File: src/dma_trig_pkg.sv
package dma_trig_pkg;
  // ----------------------------------------------------------------
  // register map (word indices on the plain register port)
  // ----------------------------------------------------------------
  localparam logic [3:0] reg_request_select_off = 4'h0;
  localparam logic [3:0] reg_start_addr_high_off = 4'h1;
  localparam logic [3:0] reg_start_addr_low_off = 4'h2;
  localparam logic [3:0] reg_channel_ctrl_off = 4'h3;
  localparam logic [3:0] reg_channel_status_off = 4'h4;
  localparam logic [3:0] reg_done_count_off = 4'h5;
  // ----------------------------------------------------------------
  // field positions and reset values
  // ----------------------------------------------------------------
  localparam int manual_trigger_bit = 15;
  localparam int channel_on_bit = 0;
  localparam logic [7:0] request_select_reset = 8'h00;
  localparam logic [7:0] start_addr_high_reset = 8'h00;
  localparam logic [15:0] start_addr_low_reset = 16'h0000;
  localparam logic [15:0] done_count_reset = 16'h0000;
  // ----------------------------------------------------------------
  // request sources and buffer
  // ----------------------------------------------------------------
  localparam int num_request_lines = 256;
  localparam int buffer_depth = 2;
  // number of system cycles the channel stays in st_busy before each push into the buffer
  localparam logic [3:0] transfer_cycles = 4'h2;
  typedef enum logic [2:0] {
    st_idle = 3'b001,
    st_busy = 3'b010,
    st_push = 3'b100
  } chan_state_t;
endpackage : dma_trig_pkg

File: src/dma_req_buffer.sv
module dma_req_buffer
  import dma_trig_pkg::*;
(
  input wire logic core_clk_in,
  input wire logic resetn_in,
  input wire logic in_valid_in,
  input wire logic [23:0] in_data_in,
  output logic in_ready_out,
  output logic out_valid_out,
  output logic [23:0] out_data_out,
  input wire logic out_ready_in
);
  // ----------------------------------------------------------------
  // two-entry buffer, flop storage indexed by pointers
  // ----------------------------------------------------------------
  logic [23:0] mem_q [buffer_depth];
  logic [23:0] mem_d [buffer_depth];
  logic wr_ptr_q, wr_ptr_d, rd_ptr_q, rd_ptr_d;
  logic [1:0] count_q, count_d;
  logic push, pop;

  always_comb
  begin
    push = in_valid_in && (count_q != 2'd2);
    pop = out_ready_in && (count_q != 2'd0);
    wr_ptr_d = wr_ptr_q ^ push;
    rd_ptr_d = rd_ptr_q ^ pop;
    count_d = 2'(count_q + {1'b0, push} - {1'b0, pop});
  end

  for (genvar i = 0; i < buffer_depth; i++)
  begin : g_entry
    always_comb
    begin
      mem_d[i] = mem_q[i];
      if (push && (wr_ptr_q == 1'(i)))
        mem_d[i] = in_data_in;
    end
    always_ff @(posedge core_clk_in)
    begin
      mem_q[i] <= mem_d[i];
    end
  end

  always_ff @(posedge core_clk_in)
  begin
    if (!resetn_in)
    begin
      wr_ptr_q <= 1'b0;
      rd_ptr_q <= 1'b0;
      count_q <= 2'd0;
    end
    else
    begin
      wr_ptr_q <= wr_ptr_d;
      rd_ptr_q <= rd_ptr_d;
      count_q <= count_d;
    end
  end

  assign in_ready_out = (count_q != 2'd2);
  assign out_valid_out = (count_q != 2'd0);
  assign out_data_out = mem_q[rd_ptr_q];
endmodule : dma_req_buffer

File: src/dma_channel_trigger.sv
module dma_channel_trigger
  import dma_trig_pkg::*;
(
  input wire logic core_clk_in,
  input wire logic resetn_in,
  input wire logic [3:0] reg_addr_in,
  input wire logic [15:0] reg_wdata_in,
  input wire logic reg_write_in,
  input wire logic reg_read_in,
  output logic [15:0] reg_rdata_out,
  input wire logic [num_request_lines-1:0] periph_req_in,
  input wire logic [num_request_lines-1:0] periph_mapped_in,
  output logic xfer_valid_out,
  output logic [23:0] xfer_addr_out,
  input wire logic xfer_ready_in
);
  // ----------------------------------------------------------------
  // register state
  // ----------------------------------------------------------------
  logic manual_q, manual_d;
  logic [7:0] sel_q, sel_d;
  logic [7:0] addr_high_q, addr_high_d;
  logic [15:0] addr_low_q, addr_low_d;
  logic on_q, on_d;
  logic [15:0] done_q, done_d;
  logic [15:0] rdata_q, rdata_d;
  chan_state_t state_q, state_d;
  logic [3:0] cnt_q, cnt_d;
  logic forced_q, forced_d;
  logic valid_q, valid_d;
  logic [23:0] oaddr_q, oaddr_d;
  logic buf_ready, buf_valid;
  logic [23:0] buf_data;
  logic wr_sel, wr_high, wr_low, wr_ctrl;
  logic periph_hit, req_pend_q, req_pend_d;
  logic start, finish;

  // ----------------------------------------------------------------
  // register writes and transfer sequencing
  // ----------------------------------------------------------------
  always_comb
  begin
    wr_sel = reg_write_in && (reg_addr_in == reg_request_select_off);
    wr_high = reg_write_in && (reg_addr_in == reg_start_addr_high_off);
    wr_low = reg_write_in && (reg_addr_in == reg_start_addr_low_off);
    wr_ctrl = reg_write_in && (reg_addr_in == reg_channel_ctrl_off);
    // an unmapped code never hits, even if the line wiggles
    periph_hit = periph_req_in[sel_q] && periph_mapped_in[sel_q];
    // a peripheral event seen while busy is remembered, not lost
    req_pend_d = req_pend_q || periph_hit;
    on_d = wr_ctrl ? reg_wdata_in[channel_on_bit] : on_q;
    sel_d = wr_sel ? reg_wdata_in[7:0] : sel_q;
    addr_high_d = wr_high ? reg_wdata_in[7:0] : addr_high_q;
    addr_low_d = wr_low ? reg_wdata_in : addr_low_q;
    manual_d = manual_q;
    state_d = state_q;
    cnt_d = cnt_q;
    forced_d = forced_q;
    done_d = done_q;
    start = 1'b0;
    finish = 1'b0;
    case (state_q)
      st_idle:
      begin
        // manual trigger takes priority over peripheral requests
        if (on_q && (manual_q || req_pend_q))
        begin
          start = 1'b1;
          forced_d = manual_q;
          if (!manual_q)
            req_pend_d = periph_hit;
          cnt_d = transfer_cycles;
          state_d = st_busy;
        end
      end
      st_busy:
      begin
        cnt_d = 4'(cnt_q - 4'h1);
        if (cnt_q == 4'h1)
          state_d = st_push;
      end
      st_push:
      begin
        // hold here until the buffer accepts, so a stall loses nothing
        if (buf_ready)
        begin
          finish = 1'b1;
          done_d = 16'(done_q + 16'h0001);
          state_d = st_idle;
        end
      end
      default:
      begin
        state_d = st_idle;
      end
    endcase
    if (finish && forced_q)
      manual_d = 1'b0;
    // a new software set in the finishing cycle wins over the hardware clear
    if (wr_sel && reg_wdata_in[manual_trigger_bit])
      manual_d = 1'b1;
    if (!on_q)
    begin
      manual_d = 1'b0;
      req_pend_d = 1'b0;
    end
    if (start)
      forced_d = manual_q;
  end

  // ----------------------------------------------------------------
  // read mux, one cycle latency
  // ----------------------------------------------------------------
  always_comb
  begin
    rdata_d = 16'h0000;
    if (reg_read_in)
    begin
      case (reg_addr_in)
        reg_request_select_off: rdata_d = {manual_q, 7'h00, sel_q};
        reg_start_addr_high_off: rdata_d = {8'h00, addr_high_q};
        reg_start_addr_low_off: rdata_d = addr_low_q;
        reg_channel_ctrl_off: rdata_d = {15'h0000, on_q};
        reg_channel_status_off: rdata_d = {13'h0000, state_q};
        reg_done_count_off: rdata_d = done_q;
        default: rdata_d = 16'h0000;
      endcase
    end
  end

  always_ff @(posedge core_clk_in)
  begin
    if (!resetn_in)
      rdata_q <= 16'h0000;
    else
      rdata_q <= rdata_d;
  end

  // ----------------------------------------------------------------
  // output stage: one registered word in front of the memory bus
  // ----------------------------------------------------------------
  always_comb
  begin
    valid_d = valid_q;
    oaddr_d = oaddr_q;
    // reload only when empty or draining, so a held word never changes under a stall
    if (!valid_q || xfer_ready_in)
    begin
      valid_d = buf_valid;
      // an empty buffer entry is never copied, so the address stays defined
      if (buf_valid)
        oaddr_d = buf_data;
    end
  end

  dma_req_buffer u_buf (
    .core_clk_in(core_clk_in),
    .resetn_in(resetn_in),
    .in_valid_in(state_q == st_push),
    .in_data_in({addr_high_q, addr_low_q}),
    .in_ready_out(buf_ready),
    .out_valid_out(buf_valid),
    .out_data_out(buf_data),
    .out_ready_in(!valid_q || xfer_ready_in)
  );

  always_ff @(posedge core_clk_in)
  begin
    if (!resetn_in)
    begin
      valid_q <= 1'b0;
      oaddr_q <= 24'h00_0000;
    end
    else
    begin
      valid_q <= valid_d;
      oaddr_q <= oaddr_d;
    end
  end

  // ----------------------------------------------------------------
  // channel state registers
  // ----------------------------------------------------------------
  always_ff @(posedge core_clk_in)
  begin
    if (!resetn_in)
    begin
      manual_q <= 1'b0;
      sel_q <= request_select_reset;
      addr_high_q <= start_addr_high_reset;
      addr_low_q <= start_addr_low_reset;
      on_q <= 1'b0;
      done_q <= done_count_reset;
      state_q <= st_idle;
      cnt_q <= 4'h0;
      forced_q <= 1'b0;
      req_pend_q <= 1'b0;
    end
    else
    begin
      manual_q <= manual_d;
      sel_q <= sel_d;
      addr_high_q <= addr_high_d;
      addr_low_q <= addr_low_d;
      on_q <= on_d;
      done_q <= done_d;
      state_q <= state_d;
      cnt_q <= cnt_d;
      forced_q <= forced_d;
      req_pend_q <= req_pend_d;
    end
  end

  assign reg_rdata_out = rdata_q;
  assign xfer_valid_out = valid_q;
  assign xfer_addr_out = oaddr_q;
endmodule : dma_channel_trigger

File: config.mk
export PLATFORM = sky130hd
export DESIGN_NAME = dma_channel_trigger
export DESIGN_NICKNAME = d
export VERILOG_FILES = /design/src/dma_trig_pkg.sv /design/src/dma_req_buffer.sv /design/src/dma_channel_trigger.sv
export SDC_FILE = /design/constraint.sdc
export NUM_CORES = 1
export LEC_CHECK = 0
export CORE_AREA = 10 10 220 222
export DETAILED_ROUTE_END_ITERATION = 7
export DIE_AREA = 0 0 230 232
export DONT_BUFFER_PORTS = 1
export GPL_TIMING_DRIVEN = 0
export PLACE_DENSITY = 0.38
export SYNTH_ARGS = -nofsm -noshare
export SYNTH_HDL_FRONTEND = slang
export SYNTH_SLANG_ARGS = --single-unit
File: constraint.sdc
create_clock -name core_clk_in -period 2.1 [get_ports core_clk_in]
set_clock_uncertainty 0.15 [all_clocks]
set_input_delay 0.105 -clock core_clk_in [delete_from_list [all_inputs] [get_ports core_clk_in]]
set_output_delay 0.105 -clock core_clk_in [all_outputs]
set_load 0.02 [all_outputs]
# Yosys cells after proc, flatten, opt, wreduce, memory -nomap -nowiden
# Memory sizes are Yosys's and may differ from the RTL's. A register that Yosys moved wholly into a read port is not among the register bits.
# Cells that the tools add are included.
# op_classes
add_sub_neg	4
n_lt_le_gt_ge	1
eq_ne	15
n_mux	28
bitwise	3
n_reduce_logical	31
# op_table
cell	count
16-bit one-hot mux with 6 select lines	1
24-bit two-way mux	3
24-bit OR reduction	1
16-bit by 1-bit adder with 16-bit output (second input constant)	1
1-bit binary-select mux with 8-bit select	2
1-bit two-way mux	16
1-bit logical AND	12
2-bit AND reduction	6
2-bit nonzero test	5
8-bit by 9-bit less-than comparator with 1-bit output (second input constant)	1
3-bit two-way mux	3
3-bit one-hot mux with 3 select lines	1
4-bit by 1-bit equality test with 1-bit output (second input constant)	2
4-bit by 2-bit equality test with 1-bit output (second input constant)	2
4-bit by 3-bit equality test with 1-bit output (second input constant)	2
2-bit != test (second input constant)	4
4-bit one-hot mux with 2 select lines	1
4-bit logical NOT	1
4-bit two-way mux	1
4-bit by 1-bit subtractor with 4-bit output (second input constant)	1
3-bit by 1-bit equality test with 1-bit output (second input constant)	1
3-bit by 2-bit equality test with 1-bit output (second input constant)	1
3-bit equality test (second input constant)	1
1-bit logical OR	3
7 further kinds	10
# word_totals
register_bits	80
ramBits	48
output_inout_bits	41
wordCells	98
mem_count	1
# mem_list
memory	depth	width	rd	rd_clocked_by_memory_dff	wr	line	rtl
u_buf.mem_q	2	24	1	1	1	dma_req_buffer.sv:16	logic [23:0] mem_q [buffer_depth];

# Longest topological paths before layout
# Gate-level depths: netlist (run 1).
# depth
depth_word	7
depth_mapped	11
depth_no_buf	8

# Cells and area by module
# Synthesis (run 1) repeated with hierarchy kept, for this count alone.
# unflattened
cells_unflattened	1089
area_unflattened_um2	9078.7
# modules_own_cells
mod	n_inst	cells_per_inst	area_each_um2	seq_area_each_um2
dma_channel_trigger	1	985	7075.5	2001.9
dma_req_buffer	1	104	2003.2	1541.5

# Least setup slack after synthesis (run 1)
# Ideal clock, no wire load.
# synth_path
path_type	register to register
from	reg state_q[2]
to	mem u_buf.mem_q[0][0], enable pin
setup_ns	0.383
t_arrival_ns	1.550
required_time_ns	1.567
slack_ns	0.018
path_stages_with_launch	5
path_buffers	1
period_less_slack_ns	2.082
path_cell_list	dfxtp_1 > buf_2 > nand2_1 > a21oi_2 > ha_1
# synth_between
elab_chain_len	6
elab_cells_between_ends	9
cone_classes	3 x eq/ne; 2 x mux; 4 x reduce/logical
# synth_lines
item	line	rtl
from (decl)	dma_channel_trigger.sv:27	chan_state_t state_q, state_d;
from (signal assigned)	dma_channel_trigger.sv:194	state_q <= st_idle;
from (signal assigned)	dma_channel_trigger.sv:207	state_q <= state_d;
3-bit equality test (*)	dma_channel_trigger.sv:159	.in_valid_in(state_q == st_push),
1-bit logical AND (*)	dma_req_buffer.sv:24	push = in_valid_in && (count_q != 2'd2);
1-bit logical AND	dma_req_buffer.sv:36	if (push && (wr_ptr_q == 1'(i)))
1-bit != test (no source line)	-	
24-bit OR reduction (no source line)	-	
1-bit two-way mux (no source line)	-	
to (decl)	dma_req_buffer.sv:16	
# Every way passes the cells marked *; elsewhere a longest branch is shown, timed or not.

# Final worst setup path (run 1)
# layout_path
from	reg sel_q[1]
to	reg req_pend_q
# layout_between
elab_chain_len	7
elab_cells_between_ends	9
cone_classes	7 x mux; 2 x reduce/logical
# layout_lines
item	line	rtl
from (decl)	dma_channel_trigger.sv:21	logic [7:0] sel_q, sel_d;
from (signal assigned)	dma_channel_trigger.sv:189	sel_q <= request_select_reset;
from (signal assigned)	dma_channel_trigger.sv:202	sel_q <= sel_d;
1-bit binary-select mux with 8-bit select	dma_channel_trigger.sv:48	periph_hit = periph_req_in[sel_q] && periph_mapped_in[sel_q];
1-bit two-way mux (implied by the code)	dma_channel_trigger.sv:48	
1-bit logical AND (*)	dma_channel_trigger.sv:48	
1-bit logical OR	dma_channel_trigger.sv:50	req_pend_d = req_pend_q || periph_hit;
1-bit two-way mux	dma_channel_trigger.sv:70	if (!manual_q)
1-bit two-way mux	dma_channel_trigger.sv:66	if (on_q && (manual_q || req_pend_q))
1-bit two-way mux (*)	dma_channel_trigger.sv:62	case (state_q)
to (signal assigned)	dma_channel_trigger.sv:210	req_pend_q <= req_pend_d;
to (decl)	dma_channel_trigger.sv:35	logic periph_hit, req_pend_q, req_pend_d;
# Every way passes the cells marked *; elsewhere a longest branch is shown, timed or not. The select of a mux whose other input is x is not followed.
# A chain may end at the register's enable or synchronous reset.

==> results of run 1 <==
-- power by group through the flow --
stage	combinational, mW	sequential [mW]	clock, mW
after floorplan	0.258	3.09	0
after global placement	0.383	3.10	0
after detailed placement	0.386	3.10	0
after CTS	0.467	3.03	3.06
after global routing	0.513	3.03	3.17
final	0.477	3.03	3.00
-- kinds of logic after synthesis --
family,count (synthesis),synth area share (%)
AND/OR/NAND/NOR,509,26.34
AO/OA/AOI/OAI,265,21.01
flip-flops,152,38.81
buffers and inverters,85,4.548
multiplexers,46,6.782
XOR/XNOR,16,1.544
adder cells (fa/ha/maj),7,0.9648
-- layer usage --
| metal | global-route usage [%] | vias up |
|---|---|---|
| met5 | 0 | - |
| met4 | 8.119 | 34 |
| met3 | 9.125 | 102 |
| met2 | 39.34 | 630 |
| met1 | 32.04 | 4795 |
| li1 | - | 4116 |
-- worst min path at each step --
stage,start,depth (start not counted),end,slack [ps]
3_5_place_dp,reg_wdata_in[7],2,addr_high_q[7]$_SDFFE_PN0P_,110
6_report,reg_addr_in[3],2,reg_rdata_out[3]$_SDFF_PN0_,-0.05
5_1_grt,reg_addr_in[2],3,reg_rdata_out[0]$_SDFF_PN0_,30
4_1_cts,reg_addr_in[3],2,reg_rdata_out[3]$_SDFF_PN0_,1
2_1_floorplan,reg_wdata_in[7],2,sel_q[7]$_SDFFE_PN0P_,100
3_3_place_gp,reg_wdata_in[6],2,addr_low_q[6]$_SDFFE_PN0P_,110
-- sequential cells by signal, indices dropped and copies added (netlist names), 2 cells and up --
| register | flops |
|---|---|
| addr_high_q | 8 |
| state_q | 3 |
| cnt_q | 4 |
| reg_rdata_out | 16 |
| addr_low_q | 16 |
| xfer_addr_out | 24 |
| done_q | 16 |
| u_buf.count_q | 2 |
| u_buf.mem_q | 48 |
| sel_q | 8 |
-- critical path: stages, from the launching register on --
cell     delay (ps)
dfxtp_4         370
buf_6           120
buf_12          140
buf_6           170
buf_6           210
nand3_1          90
o21ai_0         120
a22oi_1         200
o211a_1         250
a32oi_1         190
nand4_1         220
nand3_1         140
-- synthesized netlist by cell type (10+ instances only) --
master,number,area [um^2]
nand2_1,244,915.9
nand3_1,109,545.5
dfxtp_1,104,2082
o21ai_0,63,315.3
edfxtp_1,48,1441
nor2_1,47,176.4
o211ai_1,47,352.8
a21boi_0,36,270.3
clkbuf_1,34,127.6
mux2i_1,30,300.3
buf_2,26,130.1
o211a_1,25,250.2
and2_1,21,131.4
a22oi_1,18,135.1
nand4_1,13,81.33
a21oi_1,12,60.06
mux4_2,12,270.3
nand2b_1,12,75.07
a31oi_1,11,68.82
xnor2_1,11,96.34
buf_4,10,75.07
-- final cells by class --
| type | instances | area share [%] |
|---|---|---|
| Clock buffer | 19 | 4.008 |
| Timing Repair Buffer | 39 | 3.213 |
| Antenna cell | 33 | 0.7288 |
| Inverter | 11 | 0.4307 |
| Tap cell | 592 | 6.537 |
| Buffer | 70 | 5.411 |
| Sequential cell | 152 | 31.23 |
| Multi-Input combinational cell | 843 | 47.38 |
| Clock inverter | 13 | 1.060 |
-- what timing repair did --
action                     CTS  global route
setup buffers               10             2
hold buffers                27             0
setup endpoints to repair   90            19
gates resized for setup    117            29
pin swaps                   13            12
hold endpoints to repair    44             0
-- through the flow --
stage	hold slack (ps)	power (mW)	area (um^2)	worst slack [ps]	setup TNS, ps
final	-0.04974	6.512	11330	-357.9	-357.9
after CTS	1.053	6.562	11140	-335.3	-335.3
after global routing	27.65	6.717	11300	-388.4	-388.4
after detailed placement	110.7	3.486	9818	-1019	-41550
after floorplan	99.92	3.351	9077	17.61	0
after global placement	105.1	3.482	9818	-1023	-41460
==> metrics.md, run 1 <==
| Metric | Value |
|---|---|
| Status | finished with violations |
| Failing checks | hold timing, setup timing |
| First-pass GRT wire length | 91080 um |
| Worst Path Required | 2320 ps |
| Worst-case clock buffer depth | 2 |
| Post-synth EDFFs | 48 |
| HPWL Detailed | 61870 um |
| Main synth FF type | dfxtp_1 |
| Most frequent cells in the layout | 243 x nand2_1, 109 x nand3_1, 96 x dfxtp_1, 61 x o21ai_0, 48 x edfxtp_1 |
| # Max-Cap Violations | 0 |
| Clock network power share | 46.1% |
| Mapped Nets | 1624 |
| Num ports | 578 |
| Placer Congestion | 1.001 |
| Final setup vio count | 1 |
| Area grow syn2layout | 24.82% |
| Nets | 1678 |
| Initial DRC count | 1082 |
| Arrival @ worst endpoint | 2680 ps |
| Logic pwr share | 7.3% |
| Crit-path max FO | 10 |
| PortBufs | 0 |
| H-tree depth | 4 |
| Routed wire length | 70860 um |
| Post-DRT Antenna Nets | 0 |
| Share of cells above drive strength 1 | 13.51% |
| Yosys warnings | 0 |
| Pwr dens | 574.7 mW/mm^2 |
| Worst r2r src | sel_q[1]$_SDFFE_PN0P_ |
| Worst vdd ir | 0.5388 mV |
| Post-placement cell count | 1672 |
| Sequential Power Share | 46.6% |
| Worst setup endpoint | req_pend_q$_SDFF_PN0_ |
| Met1 wire length | 29630 um |
| Reg2reg path depth | 11 |
| Routed wl met3 | 7382 um |
| CP Launch Point | sel_q[1]$_SDFFE_PN0P_ |
| Leak | 3.781 nW |
| Crit end category | flip-flop |
| R2r setup slk | -360 ps |
| Critical Path Start Type | flip-flop |
| Initial antenna violation count | 70 |
| Uppermost layer routed | met5 |
| Seq. cell area | 0.003538 mm^2 |
| Clk_lat worst skew | 430 ps |
| DRC | 0 |
| Fmax | 0.4068 GHz |
| Reg2Reg Capture Point | req_pend_q$_SDFF_PN0_ |
| Number of global-route vias before repair | 9518 |
| CTS Sinks | 152 |
| Smallest hold slack | -0.04974 ps |
| Fin. max-slew vios | 0 |
| Initial Utilization | 20.66% |
| Largest net degree at the start of global routing | 25 |
| Mapped Area | 0.009077 mm^2 |
| Slew margin rel. | 47.58% |
| Critical path class | reg -> reg |
| Die Area | 0.05336 mm^2 |
| Internal | 4.927 mW |
| Gr ovfl total | 0 |
| Die Y | 232 um |
| #FFs+latches synth | 152 |
| Post-synth ARST share | 0% |
| Die X | 230 um |
| DR vias/cell | 5.461 |
| Met2 WL post-DR | 31760 um |
| Fin crit period | 2458 ps |
| Switching part of the total | 24.35% |
| FP Rows | 77 |
| Mean Syn Cell Area | 8.405 um^2 |
| Multi-input logic area | 0.005369 mm^2 |
| Number of CTS-inserted buffers | 17 |
| Global-route usage over all layers | 25.31% |
| Worst min path class | in -> reg |
| Final setup margin | -357.9 ps |
| Final Non-Filler Cells | 1772 |
| Worst-path clk slew | 70 ps |
| Sequential fraction of the synthesis area | 38.81% |
| Drt wl/cell | 39.99 um |
| Distinct cells, synth | 64 |
| Post-layout util | 25.79% |
| Syn Inst Count | 1080 |
| Fin crit share | 117.0% |
| Worst slew pin tran | 784.7 ps |
| Vias | 9677 |
| CTS root buffer | clkbuf_16 |
| RSZ-0062 raised after global routing | yes |
| Most common library cell in the layout ignoring fill and taps | nand2_1 |
| Core Area | 0.04393 mm^2 |
| Final Hold Fails | 1 |
| TritonRoute pass-1 iters | 6 |
| NetSw | 1.585 mW |
| Layout filler cell count | 4847 |
| CTS tree | done |
Note: power is estimated with default switching activity, not from simulation.
==> inputs of run 2 (changes only) <==
Settings changed: CAP_MARGIN set to 20, CELL_PAD_IN_SITES_DETAIL_PLACEMENT set to 2, CELL_PAD_IN_SITES_GLOBAL_PLACEMENT set to 2, CORE_AREA 10 10 220 222 to 10 10 219 221, DIE_AREA 0 0 230 232 to 0 0 229 231, PLACE_DENSITY 0.38 to 0.59.
==> metrics.md, run 2 (synthesis gave the netlist of run 1 again) <==
| Metric | Value |
|---|---|
| Smallest hold slack | 5.550 ps |
| Pwr dens | 583.0 mW/mm^2 |
| Critical Path Start Type | flip-flop |
| Status | finished with violations |
| FP Rows | 77 |
| Worst Path Required | 2320 ps |
| Crit-path max FO | 8 |
| PortBufs | 0 |
| # Max-Cap Violations | 0 |
| Critical path class | reg -> reg |
| Final setup vio count | 1 |
| Die Area | 0.05290 mm^2 |
| Sequential Power Share | 46.0% |
| R2r setup slk | -350 ps |
| Failing checks | setup timing |
| Crit end category | flip-flop |
| Hold Path Sink | reg_rdata_out[1]$_SDFF_PN0_ |
| Final Hold Fails | 0 |
| Worst-case clock buffer depth | 2 |
| TritonRoute pass-1 iters | 5 |
| DRC | 0 |
| Most common library cell in the layout ignoring fill and taps | nand2_1 |
| Most frequent cells in the layout | 242 x nand2_1, 106 x nand3_1, 95 x dfxtp_1, 63 x o21ai_0, 48 x edfxtp_1 |
| Final setup margin | -351.4 ps |
| Vias | 9781 |
| Fin. max-slew vios | 0 |
| Power Total | 6.595 mW |
| Internal | 4.984 mW |
| Die Y | 231 um |
| Worst-path clk slew | 70 ps |
| HPWL Detailed | 63340 um |
| Hold Crit Start | reg_addr_in[3] |
| Slew margin rel. | 54.62% |
| Number of CTS-inserted buffers | 17 |
| Hold path depth | 2 |
| Number of global-route vias before repair | 10235 |
| Leak | 3.803 nW |
| Die X | 229 um |
| Gr ovfl total | 0 |
| DR vias/cell | 5.539 |
| Clk_lat worst skew | 430 ps |
| Initial Utilization | 20.75% |
| Post-route cell area | 0.01131 mm^2 |
| Initial antenna violation count | 62 |
| Reg2reg path depth | 9 |
| Post-placement cell count | 1672 |
| Logic pwr share | 7.3% |
| Top reg by flops | u_buf.mem_q |
| Area grow syn2layout | 24.62% |
| CTS Sinks | 152 |
| Post-DRT Antenna Nets | 0 |
| Arrival @ worst endpoint | 2670 ps |
| Reg2Reg Capture Point | req_pend_q$_SDFF_PN0_ |
| Drt wl/cell | 41.32 um |
| CTS root buffer | clkbuf_16 |
| RSZ-0062 raised after global routing | yes |
| Switching part of the total | 24.42% |
| Max reg flops | 48 |
| First-pass GRT wire length | 95010 um |
| Fin crit share | 116.7% |
| Initial DRC count | 875 |
| Fin crit period | 2451 ps |
| Num ports | 578 |
| Worst slew pin tran | 680.8 ps |
| Cell area after placement | 0.009818 mm^2 |
| Crit path max-delay cell type | a2111oi_4 |
| Share of cells above drive strength 1 | 14.61% |
| Placer Congestion | 0.9992 |
| Core Area | 0.04374 mm^2 |
| Fmax | 0.4079 GHz |
| Global-route usage over all layers | 26.32% |
| Buf+Inv Stages, Crit Path | 3 |
| Most frequent CP cell | buf_12 |
| Clock network power share | 46.7% |
| Final Non-Filler Cells | 1766 |
| Routed wire length | 72970 um |
| Worst path cell trace | buf_6 -> buf_12 -> buf_12 -> mux4_2 -> a2111oi_4 -> a41oi_1 -> a32oi_1 -> nand4_1 -> nand3_2 |
| H-tree depth | 4 |
| NetSw | 1.611 mW |
| CP peak stage delay | 470 ps |
| Largest net degree at the start of global routing | 25 |
| Worst r2r src | sel_q[1]$_SDFFE_PN0P_ |
| CP top delay family | compound AO/OA/AOI/OAI gates |
| Nets | 1681 |
| Worst vdd ir | 0.5474 mV |
| Worst min path class | in -> reg |
| CTS tree | done |
## run 2: worst max path at each step
stage | startpoint | endpoint | slack (ps) | depth (start not counted)
floorplan | state_q[2]$_SDFFE_PN0P_ | u_buf.mem_q[0][0]$_DFFE_PP_ | 20 | 4
global placement | sel_q[2]$_SDFFE_PN0P_ | req_pend_q$_SDFF_PN0_ | -1050 | 8
detailed placement | sel_q[2]$_SDFFE_PN0P_ | req_pend_q$_SDFF_PN0_ | -1080 | 8
CTS | sel_q[1]$_SDFFE_PN0P_ | req_pend_q$_SDFF_PN0_ | -330 | 9
global route | sel_q[1]$_SDFFE_PN0P_ | req_pend_q$_SDFF_PN0_ | -380 | 11
finish | sel_q[1]$_SDFFE_PN0P_ | req_pend_q$_SDFF_PN0_ | -350 | 9
## run 2: metrics by stage
| stage | utilization (%) | setup slack [ps] | setup TNS [ps] |
|---|---|---|---|
| 4_1_cts | 25.46 | -327.0 | -2079 |
| 3_5_place_dp | 22.45 | -1083 | -42200 |
| 6_report | 25.86 | -351.4 | -351.4 |
| 5_1_grt | 25.80 | -384.2 | -543.4 |
| 2_1_floorplan | - | 17.61 | 0 |
| 3_3_place_gp | 22.45 | -1053 | -37110 |
## run 2: layout make-up
cell class,instances,area [um^2]
Inverter,11,48.80
Antenna cell,24,60.06
Clock inverter,13,148.9
Sequential cell,152,3540
Tap cell,592,740.7
Clock buffer,19,432.9
Fill cell,5036,32430
Buffer,71,566.8
Multi-Input combinational cell,843,5391
Timing Repair Buffer,41,382.9
## run 2: worst register-to-register path: stages (launching register included)
cell	delay [ps]
dfxtp_2	350
buf_6	120
buf_12	150
buf_12	130
mux4_2	330
a2111oi_4	480
a41oi_1	90
a32oi_1	240
nand4_1	250
nand3_2	110
## run 2: power groups by stage
stage               registers [mW]  clock network, mW  logic [mW]
finish                        3.03               3.08       0.484
detailed placement            3.10                  0       0.397
floorplan                     3.09                  0       0.258
global placement              3.10                  0       0.390
global route                  3.03               3.25       0.522
CTS                           3.04               3.13       0.473
## run 2: routing by layer
metal / vias up / global-route usage, % / share of wire (%)
li1: 4116 / - / -
met2: 562 / 43.86 / 48
met3: 92 / 9.885 / 10
met4: 36 / 6.311 / 1.9
met5: - / 0 / 0.29
met1: 4975 / 31.50 / 40
## run 2: what timing repair did
item | 4_1_cts | 5_1_grt
pin swaps | 15 | 8
setup buffers | 14 | 5
gates resized for setup | 107 | 31
cloned | 1 | 0
setup endpoints to repair | 95 | 36
endpoints found under the hold margin | 52 | 1
hold buffers | 21 | 1
